File: src/copr_pkg.sv
// constants for the charger option and processor-hot threshold register bank
package copr_pkg;

  // byte addresses on the serial register port, low byte even, high byte odd
  localparam logic [7:0]  ADDR_OPT_LO         = 8'h34;
  localparam logic [7:0]  ADDR_OPT_HI         = 8'h35;
  localparam logic [7:0]  ADDR_THR_LO         = 8'h36;
  localparam logic [7:0]  ADDR_THR_HI         = 8'h37;
  localparam logic [7:0]  UNMAPPED_DATA       = 8'h00;

  // reset values
  localparam logic [15:0] OPT_RESET           = 16'h0030;
  localparam logic [15:0] THR_RESET           = 16'h4a65;

  // charge control options field positions
  localparam int          OPT_HIZ             = 15;
  localparam int          OPT_RESTORE         = 14;
  localparam int          OPT_REMEASURE       = 13;
  localparam int          OPT_REVERSE_EN      = 12;
  localparam int          OPT_OPTIMIZER_EN    = 11;
  localparam int          OPT_CONSERVATIVE    = 6;
  localparam int          OPT_SHARED_PIN      = 5;
  localparam int          OPT_CLAMP_LSB       = 3;
  localparam int          OPT_RANGE_LOW       = 2;
  localparam int          OPT_BATT_OFF        = 1;
  localparam int          OPT_POWER_REPORT    = 0;
  localparam logic [15:0] OPT_RESTORE_MASK    = 16'h4000;
  localparam logic [15:0] OPT_REMEASURE_MASK  = 16'h2000;

  // processor-hot thresholds field positions
  localparam int          THR_SECOND_CURRENT_LIMIT_LSB       = 11;
  localparam int          THR_CRIT_DEG_LSB    = 9;
  localparam int          THR_RATIO           = 8;
  localparam int          THR_TH1_LSB         = 4;
  localparam int          THR_TH2_LSB         = 2;
  localparam int          THR_NOM_DEG         = 1;
  localparam int          THR_LOWER_EN        = 0;

  // alarm source indexes
  localparam int          SRC_LOW_VOLTAGE     = 0;
  localparam int          SRC_CRITICAL        = 1;
  localparam int          SRC_NOMINAL         = 2;
  localparam int          SRC_SYSTEM          = 3;
  localparam int          SRC_COUNT           = 4;

  // inductor clamp levels in mA
  localparam logic [13:0] CLAMP_MA_0          = 14'd6000;
  localparam logic [13:0] CLAMP_MA_1          = 14'd10000;
  localparam logic [13:0] CLAMP_MA_2          = 14'd15000;
  localparam logic [1:0]  CLAMP_OFF_CODE      = 2'h3;

  // second current limit percentages
  localparam logic [9:0]  SECOND_CURRENT_LIMIT_FINE_BASE     = 10'd105;
  localparam logic [9:0]  SECOND_CURRENT_LIMIT_FINE_STEP     = 10'd5;
  localparam logic [4:0]  SECOND_CURRENT_LIMIT_FINE_LAST     = 5'h19;
  localparam logic [4:0]  SECOND_CURRENT_LIMIT_COARSE_FIRST  = 5'h1a;
  localparam logic [9:0]  SECOND_CURRENT_LIMIT_COARSE_BASE   = 10'd250;
  localparam logic [9:0]  SECOND_CURRENT_LIMIT_COARSE_STEP   = 10'd50;
  localparam logic [4:0]  SECOND_CURRENT_LIMIT_IGNORED       = 5'h1f;
  localparam logic [9:0]  SECOND_CURRENT_LIMIT_RESET_PCT     = 10'd150;
  localparam logic [13:0] MARGIN_NUM          = 14'd11;
  localparam logic [13:0] MARGIN_DEN          = 14'd10;

  // system voltage thresholds in mV
  localparam logic [12:0] MULTI_CELL_BASE_MV  = 13'd5900;
  localparam logic [12:0] ONE_CELL_BASE_MV    = 13'd3100;
  localparam logic [12:0] TH1_STEP_MV         = 13'd100;
  localparam logic [12:0] TH2_MULTI_STEP_MV   = 13'd300;
  localparam logic [12:0] TH2_ONE_STEP_MV     = 13'd200;

  // low voltage alarm percentages of the input voltage limit
  localparam logic [6:0]  LV_FOLLOW_PCT       = 7'd100;
  localparam logic [6:0]  LV_LOW_PCT          = 7'd80;
  localparam logic [6:0]  LV_HIGH_PCT         = 7'd90;

  // deglitch timing
  localparam int          DEG_WIDTH           = 23;
  localparam int          CLK_PERIOD_NS       = 10;
  localparam int          SYS_DEG_NS          = 5000;
  localparam int          CRIT_DEG0_NS        = 15000;
  localparam int          CRIT_DEG1_NS        = 100000;
  localparam int          CRIT_DEG2_NS        = 400000;
  localparam int          CRIT_DEG3_NS        = 800000;
  localparam int          NOM_DEG0_NS         = 1000000;
  localparam int          NOM_DEG1_NS         = 50000000;
  localparam int          SYS_DEG_CYC         = (SYS_DEG_NS + CLK_PERIOD_NS - 1) / CLK_PERIOD_NS;
  localparam int          CRIT_DEG0_CYC       = (CRIT_DEG0_NS + CLK_PERIOD_NS - 1) / CLK_PERIOD_NS;
  localparam int          CRIT_DEG1_CYC       = (CRIT_DEG1_NS + CLK_PERIOD_NS - 1) / CLK_PERIOD_NS;
  localparam int          CRIT_DEG2_CYC       = (CRIT_DEG2_NS + CLK_PERIOD_NS - 1) / CLK_PERIOD_NS;
  localparam int          CRIT_DEG3_CYC       = (CRIT_DEG3_NS + CLK_PERIOD_NS - 1) / CLK_PERIOD_NS;
  localparam int          NOM_DEG0_CYC        = (NOM_DEG0_NS + CLK_PERIOD_NS - 1) / CLK_PERIOD_NS;
  localparam int          NOM_DEG1_CYC        = (NOM_DEG1_NS + CLK_PERIOD_NS - 1) / CLK_PERIOD_NS;

endpackage

File: src/copr_deglitch.sv
// persistence filter: output rises once the input has held high for limit cycles
`timescale 1ns/1ps
module copr_deglitch (
  // clock and reset
  input  wire logic                         clk_sys_i,
  input  wire logic                         reset_i,
  // level and hold time
  input  wire logic                         level_i,
  input  wire logic [copr_pkg::DEG_WIDTH-1:0] limit_i,
  // filtered level
  output logic                              qualified_o
);

  logic [copr_pkg::DEG_WIDTH-1:0] count;
  logic [copr_pkg::DEG_WIDTH-1:0] next_count;
  logic                           held;

  // saturating count of consecutive high cycles
  assign held       = (count >= limit_i);
  assign next_count = !level_i ? '0 : (held ? count : count + 1'b1);

  always_ff @(posedge clk_sys_i) begin
    if (reset_i) begin
      count       <= '0;
      qualified_o <= 1'b0;
    end else begin
      count       <= next_count;
      qualified_o <= level_i && (next_count >= limit_i);
    end
  end

endmodule // copr_deglitch

File: src/copr_regs.sv
// charger option and processor-hot threshold register bank with alarm logic
`timescale 1ns/1ps
//
// Contract
// - high-impedance bit set puts device in low-current idle, battery feeds system
// - writing restore bit reloads all registers but input voltage limit, then reads zero
// - remeasure bit disables converter until measurement done, then clears itself
// - reverse-power and input-optimizer enables follow their bits, both reset to zero
// - conservative select picks system or bus undervoltage trigger, gated by alarm enable
// - shared pin drives min-voltage protection at 0, reverse power at 1
// - clamp code selects 6A, 10A, 15A, or disabled
// - reverse voltage low-range bit selects 3V or 4.28V based output range
// - battery-switch-off bit turns battery switch off during high-impedance mode
// - in reverse power, report select picks discharge-only or net power report
// - second current limit code maps to percent; code 11111 ignored; code 00000 is also ignored here, limit holds
// - critical level is 110 percent of limit, with selectable deglitch
// - low-voltage alarm threshold follows register or is 80/90 percent
// - in protection mode, system below first threshold 5us discharges input bus
// - system below second threshold 5us asserts system voltage alarm source
// - nominal event after current above 110 percent for 1ms or 50ms
// - masked alarm sources neither pull the alarm nor set status
// - entering min-voltage protection mode sets system voltage alarm enable
module copr_regs #(
  parameter logic [copr_pkg::DEG_WIDTH-1:0] CRIT_DEG1_CYC = copr_pkg::DEG_WIDTH'(copr_pkg::CRIT_DEG1_CYC),
  parameter logic [copr_pkg::DEG_WIDTH-1:0] CRIT_DEG2_CYC = copr_pkg::DEG_WIDTH'(copr_pkg::CRIT_DEG2_CYC),
  parameter logic [copr_pkg::DEG_WIDTH-1:0] CRIT_DEG3_CYC = copr_pkg::DEG_WIDTH'(copr_pkg::CRIT_DEG3_CYC),
  parameter logic [copr_pkg::DEG_WIDTH-1:0] NOM_DEG0_CYC  = copr_pkg::DEG_WIDTH'(copr_pkg::NOM_DEG0_CYC),
  parameter logic [copr_pkg::DEG_WIDTH-1:0] NOM_DEG1_CYC  = copr_pkg::DEG_WIDTH'(copr_pkg::NOM_DEG1_CYC)
) (
  // clock and reset
  input  wire logic                         clk_sys_i,
  input  wire logic                         reset_i,
  // byte register port from the serial engine
  input  wire logic [7:0]                   reg_addr_i,
  input  wire logic                         reg_wr_i,
  input  wire logic [7:0]                   reg_wdata_i,
  input  wire logic                         reg_rd_i,
  output logic      [7:0]                   reg_rdata_o,
  // analog and pin status
  input  wire logic                         one_cell_i,
  input  wire logic                         shared_pin_i,
  input  wire logic                         measure_done_i,
  input  wire logic                         sys_below_th1_i,
  input  wire logic                         sys_below_th2_i,
  input  wire logic                         bus_below_convenz_i,
  input  wire logic                         low_input_voltage_i,
  input  wire logic                         current_above_critical_i,
  input  wire logic                         current_above_nominal_i,
  // alarm mask and status clear from the neighbouring alarm registers
  input  wire logic [copr_pkg::SRC_COUNT-1:0] source_mask_i,
  input  wire logic [copr_pkg::SRC_COUNT-1:0] status_clear_i,
  // power path controls
  output logic                              high_impedance_mode_o,
  output logic                              battery_switch_off_o,
  output logic                              restore_defaults_o,
  output logic                              converter_disable_o,
  output logic                              reverse_power_mode_o,
  output logic                              input_optimizer_enable_o,
  output logic                              min_voltage_protect_mode_o,
  output logic                              reverse_voltage_low_range_o,
  output logic                              power_report_discharge_only_o,
  output logic      [13:0]                  inductor_clamp_ma_o,
  output logic                              inductor_clamp_disable_o,
  output logic                              input_bus_discharge_o,
  // thresholds
  output logic      [9:0]                   second_current_limit_pct_o,
  output logic      [9:0]                   critical_current_pct_o,
  output logic      [12:0]                  system_discharge_threshold_mv_o,
  output logic      [12:0]                  system_alarm_threshold_mv_o,
  output logic      [6:0]                   low_voltage_alarm_pct_o,
  // alarm
  output logic                              system_voltage_alarm_source_o,
  output logic                              system_voltage_alarm_enable_set_o,
  output logic      [copr_pkg::SRC_COUNT-1:0] alarm_status_o,
  output logic                              processor_hot_alarm_n_o
);

  // threshold in mV from base, step and code
  function automatic logic [12:0] thr_mv(input logic [12:0] base, input logic [12:0] step, input logic [3:0] code);
    logic [16:0] prod;
    prod   = step * code;
    thr_mv = base + prod[12:0];
  endfunction

  logic [15:0] opt;
  logic [15:0] thr;
  logic [15:0] opt_written;
  logic [15:0] thr_written;
  logic [15:0] next_opt;
  logic [15:0] next_thr;
  logic        wr_opt_lo;
  logic        wr_opt_hi;
  logic        wr_thr_lo;
  logic        wr_thr_hi;
  logic        restore_req;
  logic        remeasure_next;
  logic [7:0]  read_byte;

  // byte decode
  assign wr_opt_lo = reg_wr_i && (reg_addr_i == copr_pkg::ADDR_OPT_LO);
  assign wr_opt_hi = reg_wr_i && (reg_addr_i == copr_pkg::ADDR_OPT_HI);
  assign wr_thr_lo = reg_wr_i && (reg_addr_i == copr_pkg::ADDR_THR_LO);
  assign wr_thr_hi = reg_wr_i && (reg_addr_i == copr_pkg::ADDR_THR_HI);

  assign opt_written = {wr_opt_hi ? reg_wdata_i : opt[15:8], wr_opt_lo ? reg_wdata_i : opt[7:0]};
  assign thr_written = {wr_thr_hi ? reg_wdata_i : thr[15:8], wr_thr_lo ? reg_wdata_i : thr[7:0]};

  // restore is a one-shot request, never stored
  assign restore_req = wr_opt_hi && reg_wdata_i[copr_pkg::OPT_RESTORE - 8];

  // remeasure holds until done; a fresh write wins over done
  assign remeasure_next = wr_opt_hi ? reg_wdata_i[copr_pkg::OPT_REMEASURE - 8]
                                    : (opt[copr_pkg::OPT_REMEASURE] && !measure_done_i);

  assign next_opt = (opt_written & ~(copr_pkg::OPT_RESTORE_MASK | copr_pkg::OPT_REMEASURE_MASK))
                  | (remeasure_next ? copr_pkg::OPT_REMEASURE_MASK : 16'h0000);
  assign next_thr = thr_written;

  always_ff @(posedge clk_sys_i) begin
    if (reset_i || restore_req) begin
      opt <= copr_pkg::OPT_RESET;
      thr <= copr_pkg::THR_RESET;
    end else begin
      opt <= next_opt;
      thr <= next_thr;
    end
  end

  always_ff @(posedge clk_sys_i) begin
    if (reset_i) begin
      restore_defaults_o <= 1'b0;
    end else begin
      restore_defaults_o <= restore_req;
    end
  end

  // read mux, unmapped bytes read zero
  assign read_byte = (reg_addr_i == copr_pkg::ADDR_OPT_LO) ? opt[7:0]  :
                     (reg_addr_i == copr_pkg::ADDR_OPT_HI) ? opt[15:8] :
                     (reg_addr_i == copr_pkg::ADDR_THR_LO) ? thr[7:0]  :
                     (reg_addr_i == copr_pkg::ADDR_THR_HI) ? thr[15:8] :
                     copr_pkg::UNMAPPED_DATA;

  always_ff @(posedge clk_sys_i) begin
    if (reset_i) begin
      reg_rdata_o <= 8'h00;
    end else if (reg_rd_i) begin
      reg_rdata_o <= read_byte;
    end
  end

  // power path decode
  logic [1:0] clamp_code;
  logic       pin_selects_reverse;

  assign high_impedance_mode_o       = opt[copr_pkg::OPT_HIZ];
  assign battery_switch_off_o        = opt[copr_pkg::OPT_HIZ] && opt[copr_pkg::OPT_BATT_OFF];
  assign converter_disable_o         = opt[copr_pkg::OPT_REMEASURE] || opt[copr_pkg::OPT_HIZ];
  assign pin_selects_reverse         = opt[copr_pkg::OPT_SHARED_PIN];
  assign reverse_power_mode_o        = opt[copr_pkg::OPT_REVERSE_EN]
                                     && (!pin_selects_reverse || shared_pin_i);
  assign min_voltage_protect_mode_o  = !pin_selects_reverse && shared_pin_i;
  assign input_optimizer_enable_o    = opt[copr_pkg::OPT_OPTIMIZER_EN];
  assign reverse_voltage_low_range_o = opt[copr_pkg::OPT_RANGE_LOW];
  assign power_report_discharge_only_o = reverse_power_mode_o && opt[copr_pkg::OPT_POWER_REPORT];

  assign clamp_code               = opt[copr_pkg::OPT_CLAMP_LSB +: 2];
  assign inductor_clamp_disable_o = (clamp_code == copr_pkg::CLAMP_OFF_CODE);
  assign inductor_clamp_ma_o      = (clamp_code == 2'h0) ? copr_pkg::CLAMP_MA_0 :
                                    (clamp_code == 2'h1) ? copr_pkg::CLAMP_MA_1 :
                                    copr_pkg::CLAMP_MA_2;

  // second current limit and critical level
  logic [4:0]  second_current_limit_code;
  logic        second_current_limit_valid;
  logic [9:0]  second_current_limit_pct;
  logic [9:0]  fine_pct;
  logic [9:0]  coarse_pct;
  logic [13:0] crit_scaled;

  assign second_current_limit_code  = thr[copr_pkg::THR_SECOND_CURRENT_LIMIT_LSB +: 5];
  assign second_current_limit_valid = (second_current_limit_code != copr_pkg::SECOND_CURRENT_LIMIT_IGNORED) && (second_current_limit_code != 5'h00);
  assign fine_pct    = copr_pkg::SECOND_CURRENT_LIMIT_FINE_BASE + copr_pkg::SECOND_CURRENT_LIMIT_FINE_STEP * {5'h00, second_current_limit_code};
  assign coarse_pct  = copr_pkg::SECOND_CURRENT_LIMIT_COARSE_BASE
                     + copr_pkg::SECOND_CURRENT_LIMIT_COARSE_STEP * {5'h00, second_current_limit_code - copr_pkg::SECOND_CURRENT_LIMIT_COARSE_FIRST};
  assign second_current_limit_pct   = (second_current_limit_code <= copr_pkg::SECOND_CURRENT_LIMIT_FINE_LAST) ? fine_pct : coarse_pct;

  always_ff @(posedge clk_sys_i) begin
    if (reset_i) begin
      second_current_limit_pct_o <= copr_pkg::SECOND_CURRENT_LIMIT_RESET_PCT;
    end else if (second_current_limit_valid) begin
      second_current_limit_pct_o <= second_current_limit_pct;
    end
  end

  assign crit_scaled            = ({4'h0, second_current_limit_pct_o} * copr_pkg::MARGIN_NUM) / copr_pkg::MARGIN_DEN;
  assign critical_current_pct_o = crit_scaled[9:0];

  // system voltage thresholds
  logic [3:0] th1_code;
  logic [3:0] th2_code;

  assign th1_code = thr[copr_pkg::THR_TH1_LSB +: 4];
  assign th2_code = {2'h0, thr[copr_pkg::THR_TH2_LSB +: 2]};
  assign system_discharge_threshold_mv_o = one_cell_i
    ? thr_mv(copr_pkg::ONE_CELL_BASE_MV, copr_pkg::TH1_STEP_MV, {1'b0, th1_code[2:0]})
    : thr_mv(copr_pkg::MULTI_CELL_BASE_MV, copr_pkg::TH1_STEP_MV, th1_code);
  assign system_alarm_threshold_mv_o = one_cell_i
    ? thr_mv(copr_pkg::ONE_CELL_BASE_MV, copr_pkg::TH2_ONE_STEP_MV, th2_code)
    : thr_mv(copr_pkg::MULTI_CELL_BASE_MV, copr_pkg::TH2_MULTI_STEP_MV, th2_code);

  // low voltage alarm threshold
  assign low_voltage_alarm_pct_o = !thr[copr_pkg::THR_LOWER_EN] ? copr_pkg::LV_FOLLOW_PCT :
                                   thr[copr_pkg::THR_RATIO]     ? copr_pkg::LV_HIGH_PCT   :
                                   copr_pkg::LV_LOW_PCT;

  // deglitch hold times
  logic [1:0]                     crit_sel;
  logic [copr_pkg::DEG_WIDTH-1:0] crit_limit;
  logic [copr_pkg::DEG_WIDTH-1:0] nom_limit;
  logic [copr_pkg::DEG_WIDTH-1:0] sys_limit;
  logic                           th1_held;
  logic                           th2_held;
  logic                           crit_held;
  logic                           nom_held;

  assign crit_sel   = thr[copr_pkg::THR_CRIT_DEG_LSB +: 2];
  assign crit_limit = (crit_sel == 2'h0) ? copr_pkg::DEG_WIDTH'(copr_pkg::CRIT_DEG0_CYC) :
                      (crit_sel == 2'h1) ? CRIT_DEG1_CYC :
                      (crit_sel == 2'h2) ? CRIT_DEG2_CYC : CRIT_DEG3_CYC;
  assign nom_limit  = thr[copr_pkg::THR_NOM_DEG] ? NOM_DEG1_CYC : NOM_DEG0_CYC;
  assign sys_limit  = copr_pkg::DEG_WIDTH'(copr_pkg::SYS_DEG_CYC);

  copr_deglitch u_th1_deglitch (
    .clk_sys_i   (clk_sys_i),
    .reset_i     (reset_i),
    .level_i     (sys_below_th1_i),
    .limit_i     (sys_limit),
    .qualified_o (th1_held)
  );

  copr_deglitch u_th2_deglitch (
    .clk_sys_i   (clk_sys_i),
    .reset_i     (reset_i),
    .level_i     (sys_below_th2_i),
    .limit_i     (sys_limit),
    .qualified_o (th2_held)
  );

  copr_deglitch u_crit_deglitch (
    .clk_sys_i   (clk_sys_i),
    .reset_i     (reset_i),
    .level_i     (current_above_critical_i),
    .limit_i     (crit_limit),
    .qualified_o (crit_held)
  );

  copr_deglitch u_nom_deglitch (
    .clk_sys_i   (clk_sys_i),
    .reset_i     (reset_i),
    .level_i     (current_above_nominal_i),
    .limit_i     (nom_limit),
    .qualified_o (nom_held)
  );

  assign input_bus_discharge_o         = min_voltage_protect_mode_o && th1_held;
  assign system_voltage_alarm_source_o = th2_held;

  // protection mode entry sets the system voltage alarm enable
  logic protect_mode_d;

  always_ff @(posedge clk_sys_i) begin
    if (reset_i) begin
      protect_mode_d                    <= 1'b0;
      system_voltage_alarm_enable_set_o <= 1'b0;
    end else begin
      protect_mode_d                    <= min_voltage_protect_mode_o;
      system_voltage_alarm_enable_set_o <= min_voltage_protect_mode_o && !protect_mode_d;
    end
  end

  // alarm sources, mask and status
  logic [copr_pkg::SRC_COUNT-1:0] raw_event;
  logic [copr_pkg::SRC_COUNT-1:0] enabled_event;
  logic [copr_pkg::SRC_COUNT-1:0] next_status;
  logic                           system_trigger;

  assign system_trigger = opt[copr_pkg::OPT_CONSERVATIVE] ? bus_below_convenz_i : th2_held;

  assign raw_event[copr_pkg::SRC_LOW_VOLTAGE] = low_input_voltage_i;
  assign raw_event[copr_pkg::SRC_CRITICAL]    = crit_held;
  assign raw_event[copr_pkg::SRC_NOMINAL]     = nom_held;
  assign raw_event[copr_pkg::SRC_SYSTEM]      = system_trigger;

  // the system source mask bit is the system voltage alarm enable
  assign enabled_event = raw_event & source_mask_i;
  assign next_status   = (alarm_status_o & ~status_clear_i) | enabled_event;

  always_ff @(posedge clk_sys_i) begin
    if (reset_i) begin
      alarm_status_o          <= '0;
      processor_hot_alarm_n_o <= 1'b1;
    end else begin
      alarm_status_o          <= next_status;
      processor_hot_alarm_n_o <= !(|enabled_event);
    end
  end

endmodule // copr_regs

File: config.mk
export PLATFORM = sky130hd
export DESIGN_NAME = copr_regs
export DESIGN_NICKNAME = d
export VERILOG_FILES = /design/src/copr_pkg.sv /design/src/copr_deglitch.sv /design/src/copr_regs.sv
export SDC_FILE = /design/constraint.sdc
export NUM_CORES = 1
export LEC_CHECK = 0
export ABC_AREA = 0
export BUFFER_PORTS_ARGS = -buffer_cell sky130_fd_sc_hd__buf_4
export CORE_MARGIN = 2
export CORE_UTILIZATION = 55
export CTS_BUF_LIST = sky130_fd_sc_hd__clkbuf_16
export CTS_CLUSTER_SIZE = 10
export DETAILED_ROUTE_END_ITERATION = 16
export PLACE_DENSITY = 0.78
export REMOVE_ABC_BUFFERS = 1
export SLEW_MARGIN = 10
export SYNTH_ARGS = -nofsm -noshare
export SYNTH_HDL_FRONTEND = slang
export SYNTH_SLANG_ARGS = --single-unit
File: constraint.sdc
create_clock -name clk_sys_i -period 5.9 [get_ports clk_sys_i]
set_input_delay 0.295 -clock clk_sys_i [delete_from_list [all_inputs] [get_ports clk_sys_i]]
set_output_delay 0.295 -clock clk_sys_i [all_outputs]
set_load 0.05 [all_outputs]
==> impl_metrics.prom <==
# TYPE chip_impl_metric gauge
chip_impl_metric{name="critical-path-max-stage-delay",unit="ns"} 0.50
chip_impl_metric{name="grt_use_total",unit=""} 0.261
chip_impl_metric{name="grt_start_max_net_pins",unit=""} 62
chip_impl_info{name="ys.flop_type",value="sky130_fd_sc_hd__dfxtp_1"} 1
chip_impl_metric{name="wl",unit="um"} 31300
chip_impl_metric{name="finalClockSkew",unit="ns"} 0.00742
chip_impl_metric{name="fp.dieArea",unit="um^2"} 23100
chip_impl_metric{name="p_leak",unit="uW"} 0.00667
chip_impl_info{name="netlist_top_cells_area",value="sky130_fd_sc_hd__dfxtp_1 (25%), sky130_fd_sc_hd__ha_1 (15%), sky130_fd_sc_hd__nor2_1 (4.7%), sky130_fd_sc_hd__xnor2_1 (4.6%), sky130_fd_sc_hd__nand2_1 (3.3%)"} 1
chip_impl_metric{name="effective_utilization_at_floorplan",unit=""} 0.557
chip_impl_info{name="category_of_the_worst_setup_path_capture_point",value="output pin"} 1
chip_impl_metric{name="global_route_wire_length_before_repair",unit="um"} 52100
chip_impl_metric{name="cp_num_buf_inv",unit=""} 9
chip_impl_metric{name="setup-tns-final",unit="ns"} -1.32
chip_impl_metric{name="timing.critical_path.arrival",unit="ns"} 6.08
chip_impl_info{name="timing.rr.end",value="u_crit_deglitch.qualified_o"} 1
chip_impl_metric{name="detail_route.wl_per_cell",unit="um"} 16.0
chip_impl_metric{name="max-clock-path-buffers",unit=""} 2
chip_impl_metric{name="asyncSetResetFlopFracSynth",unit=""} 0
chip_impl_info{name="violations",value="negative setup slack"} 1
chip_impl_metric{name="area_delta_synth_final",unit="%"} 25.7
chip_impl_metric{name="hold_violation_total_from_the_final_report",unit=""} 0
chip_impl_metric{name="final.fill_count",unit=""} 1675
chip_impl_metric{name="pin_count",unit=""} 130
chip_impl_info{name="synth.top_cells.by_count",value="sky130_fd_sc_hd__dfxtp_1 (153), sky130_fd_sc_hd__nor2_1 (150), sky130_fd_sc_hd__ha_1 (141)"} 1
chip_impl_info{name="path_class",value="flop to output pin"} 1
chip_impl_metric{name="cts.sink_count",unit=""} 153
chip_impl_info{name="cts_tree",value="yes"} 1
chip_impl_metric{name="seq_cells_post_synth",unit=""} 153
chip_impl_metric{name="synth_warnings",unit=""} 0
chip_impl_info{name="timing.critical_path.from_type",value="flop"} 1
chip_impl_metric{name="final_nets",unit=""} 1852
chip_impl_metric{name="critical_path_required",unit="ns"} 5.61
chip_impl_metric{name="synth.distinct_cells",unit=""} 98
chip_impl_metric{name="drt_pass1_iterations",unit=""} 6
chip_impl_metric{name="postSynthAreaPerCell",unit="um^2"} 8.26
chip_impl_metric{name="cts_buffers",unit=""} 17
chip_impl_info{name="critPathSlowestCell",value="sky130_fd_sc_hd__fa_1"} 1
chip_impl_metric{name="post_route_worst_setup_slack",unit="ns"} -0.471
chip_impl_metric{name="placed_inst_area",unit="um^2"} 13700
chip_impl_metric{name="antenna_found_initial",unit=""} 0
chip_impl_metric{name="slew_viol_final",unit=""} 0
chip_impl_info{name="timing.rr.start",value="thr[10]"} 1
chip_impl_metric{name="synth-seq-area-share",unit=""} 0.254
chip_impl_metric{name="yosys.area.top_type_share",unit=""} 0.254
chip_impl_metric{name="hpwlAfterDp",unit="um"} 21900
chip_impl_info{name="path_delay_family",value="compound AO/OA/AOI/OAI gates"} 1
chip_impl_metric{name="vias_in_the_first_global_route",unit=""} 11206
chip_impl_info{name="synth_top_cell_by_area",value="sky130_fd_sc_hd__dfxtp_1"} 1
chip_impl_metric{name="ctsHtreeMaxLevel",unit=""} 4
chip_impl_info{name="hold-path-endpoint",value="thr[0]"} 1
chip_impl_info{name="unrepaired_setup_endpoints_after_global_routing",value="yes"} 1
chip_impl_info{name="hold_path_class",value="input pin to flop"} 1
chip_impl_metric{name="placement.io_buffers",unit=""} 118
chip_impl_metric{name="post-layout-total-power",unit="uW"} 2490
chip_impl_metric{name="globalRouteOverflowTotal",unit=""} 0
chip_impl_metric{name="power_density",unit="nW/um^2"} 164
chip_impl_info{name="hp-start",value="reg_wdata_i[0]"} 1
chip_impl_metric{name="layout-drive-gt1-share",unit=""} 0.250
chip_impl_metric{name="core_footprint",unit="um^2"} 21700
chip_impl_metric{name="worstMarginPinSlew",unit="ns"} 1.05
chip_impl_metric{name="std_cell_rows",unit=""} 54
chip_impl_metric{name="ant_nets",unit=""} 0
chip_impl_metric{name="die_height",unit="um"} 152
chip_impl_metric{name="rr_worst_depth",unit=""} 27
chip_impl_metric{name="worst_ir_drop_vdd",unit="V"} 0.000214
chip_impl_metric{name="final_cell_area",unit="um^2"} 15200
chip_impl_metric{name="final-setup-viol-count",unit=""} 3
chip_impl_metric{name="clkLatencyLatePin",unit="ns"} 0.43
chip_impl_metric{name="count_of_flip_flops_with_a_built_in_enable_after_synthesis",unit=""} 0
chip_impl_metric{name="achievable-frequency",unit="MHz"} 157
chip_impl_metric{name="max_cap_viol",unit=""} 0
chip_impl_info{name="clock-root-buffer",value="sky130_fd_sc_hd__clkbuf_16"} 1
chip_impl_metric{name="vias",unit=""} 11411
chip_impl_metric{name="drc",unit=""} 0
chip_impl_metric{name="antenna_cells",unit=""} 0
chip_impl_info{name="worst_path_most_repeated_cell",value="sky130_fd_sc_hd__buf_4"} 1
chip_impl_metric{name="area_of_the_mapped_netlist",unit="um^2"} 12100
chip_impl_metric{name="syn-instance-count",unit=""} 1461
chip_impl_metric{name="clkSlewWorstSetupHoldPaths",unit="ns"} 0.06
chip_impl_metric{name="viasPerCell",unit=""} 5.83
chip_impl_metric{name="reg2reg_setup_slack",unit="ns"} 0.37
chip_impl_metric{name="floorplan.die.width",unit="um"} 152
chip_impl_metric{name="worst-path-max-fanout",unit=""} 6
chip_impl_metric{name="drt_iter0_drc",unit=""} 717
chip_impl_metric{name="slew_headroom",unit=""} 0.297
chip_impl_metric{name="fin_crit",unit="ns"} 6.37
chip_impl_info{name="run_status",value="finished, violations left"} 1
chip_impl_info{name="most_frequent_cell_after_synthesis",value="sky130_fd_sc_hd__dfxtp_1"} 1
chip_impl_metric{name="final.period_utilization",unit=""} 1.08
chip_impl_metric{name="hold-path-cell-count",unit=""} 3
chip_impl_metric{name="gp_congestion",unit=""} 0.916
==> sequential cells by signal, summed over array words and instances (netlist names), 4 cells and up <==
signal                      flops
u_crit_deglitch.count          23
u_nom_deglitch.count           23
u_th1_deglitch.count           23
u_th2_deglitch.count           23
thr                            16
opt                            15
second_current_limit_pct_o     10
reg_rdata_o                     8
alarm_status_o                  4
==> final cells by class <==
class,count,area [um^2],area share
Multi-Input combinational cell,1140,8860,0.584
Sequential cell,153,3080,0.203
Timing Repair Buffer,250,1930,0.127
Clock buffer,17,425,0.0280
Inverter,102,385,0.0254
Tap cell,280,350,0.0231
Clock inverter,15,143,0.00940
==> worst max-delay path by stage <==
stage / start / endpoint / depth (start not counted)
floorplan: second_current_limit_pct_o[1] / critical_current_pct_o[0] / 19
global placement: second_current_limit_pct_o[3] / critical_current_pct_o[0] / 22
detailed placement: second_current_limit_pct_o[3] / critical_current_pct_o[0] / 23
CTS: second_current_limit_pct_o[3] / critical_current_pct_o[0] / 24
global route: second_current_limit_pct_o[5] / critical_current_pct_o[0] / 25
finish: second_current_limit_pct_o[5] / critical_current_pct_o[0] / 25
==> worst min-delay path, delay by kind of cell <==
family	cells	cell delay (ns)
buffers and inverters	1	0.10
muxes	1	0.06
and+or+nand+nor	1	0.06
==> what timing repair did <==
item / CTS / global route
hold buffers: 0 / 0
buffers inserted: 24 / 10
resized for setup: 101 / 36
hold endpoints to repair: 0 / 0
endpoints found under the setup margin: 3 / 5
pin swaps: 55 / 19
==> placed cells by master (no fill, tap or decap), types with 49 or more instances in the layout <==
| cell type | n |
|---|---|
| sky130_fd_sc_hd__dfxtp_1 | 147 |
| sky130_fd_sc_hd__xnor2_1 | 62 |
| sky130_fd_sc_hd__buf_4 | 236 |
| sky130_fd_sc_hd__ha_1 | 131 |
| sky130_fd_sc_hd__and2_1 | 49 |
| sky130_fd_sc_hd__inv_1 | 96 |
| sky130_fd_sc_hd__a21oi_1 | 64 |
| sky130_fd_sc_hd__nor2_1 | 143 |
| sky130_fd_sc_hd__nand2_1 | 104 |
==> per-layer routing <==
| metal | routed length (um) | vias to the layer above | global-route usage |
|---|---|---|---|
| met1 | 13400 | 5435 | 0.324 |
| met5 | 0 | - | 0 |
| met4 | 700 | 0 | 0.0948 |
| met3 | 1520 | 77 | 0.0330 |
| met2 | 15700 | 368 | 0.466 |
| li1 | - | 5531 | - |
==> metrics by stage <==
step                instances  setup WS, ns   util  hold slack, ns
floorplan                1395         -1.76      -           0.364
global placement         1891       -0.0237  0.632           0.375
detailed placement       1891        -0.150  0.632           0.380
CTS                      1947        -0.260  0.688           0.104
global route             1957        -0.762  0.700           0.122
finish                   1957        -0.471  0.700           0.116
==> cells by family (layout without fill, tap and decap cells) <==
group / count (synthesis) / after routing / synth area share
simple gates: 544 / 544 / 0.227
compound gates: 283 / 283 / 0.170
buf+inv: 177 / 384 / 0.0626
fa+ha+maj: 153 / 153 / 0.164
flops: 153 / 153 / 0.254
xor+xnor: 102 / 102 / 0.0740
mux: 47 / 47 / 0.0471
other cells: 2 / 11 / 0.000622
==> power breakdown <==
group          internal (uW)  leakage [uW]  switching, uW
Clock                    589      0.000276            470
Combinational            156       0.00516            238
Sequential              1040       0.00123           4.28
No activity file was read; power rests on OpenSTA's default activity.
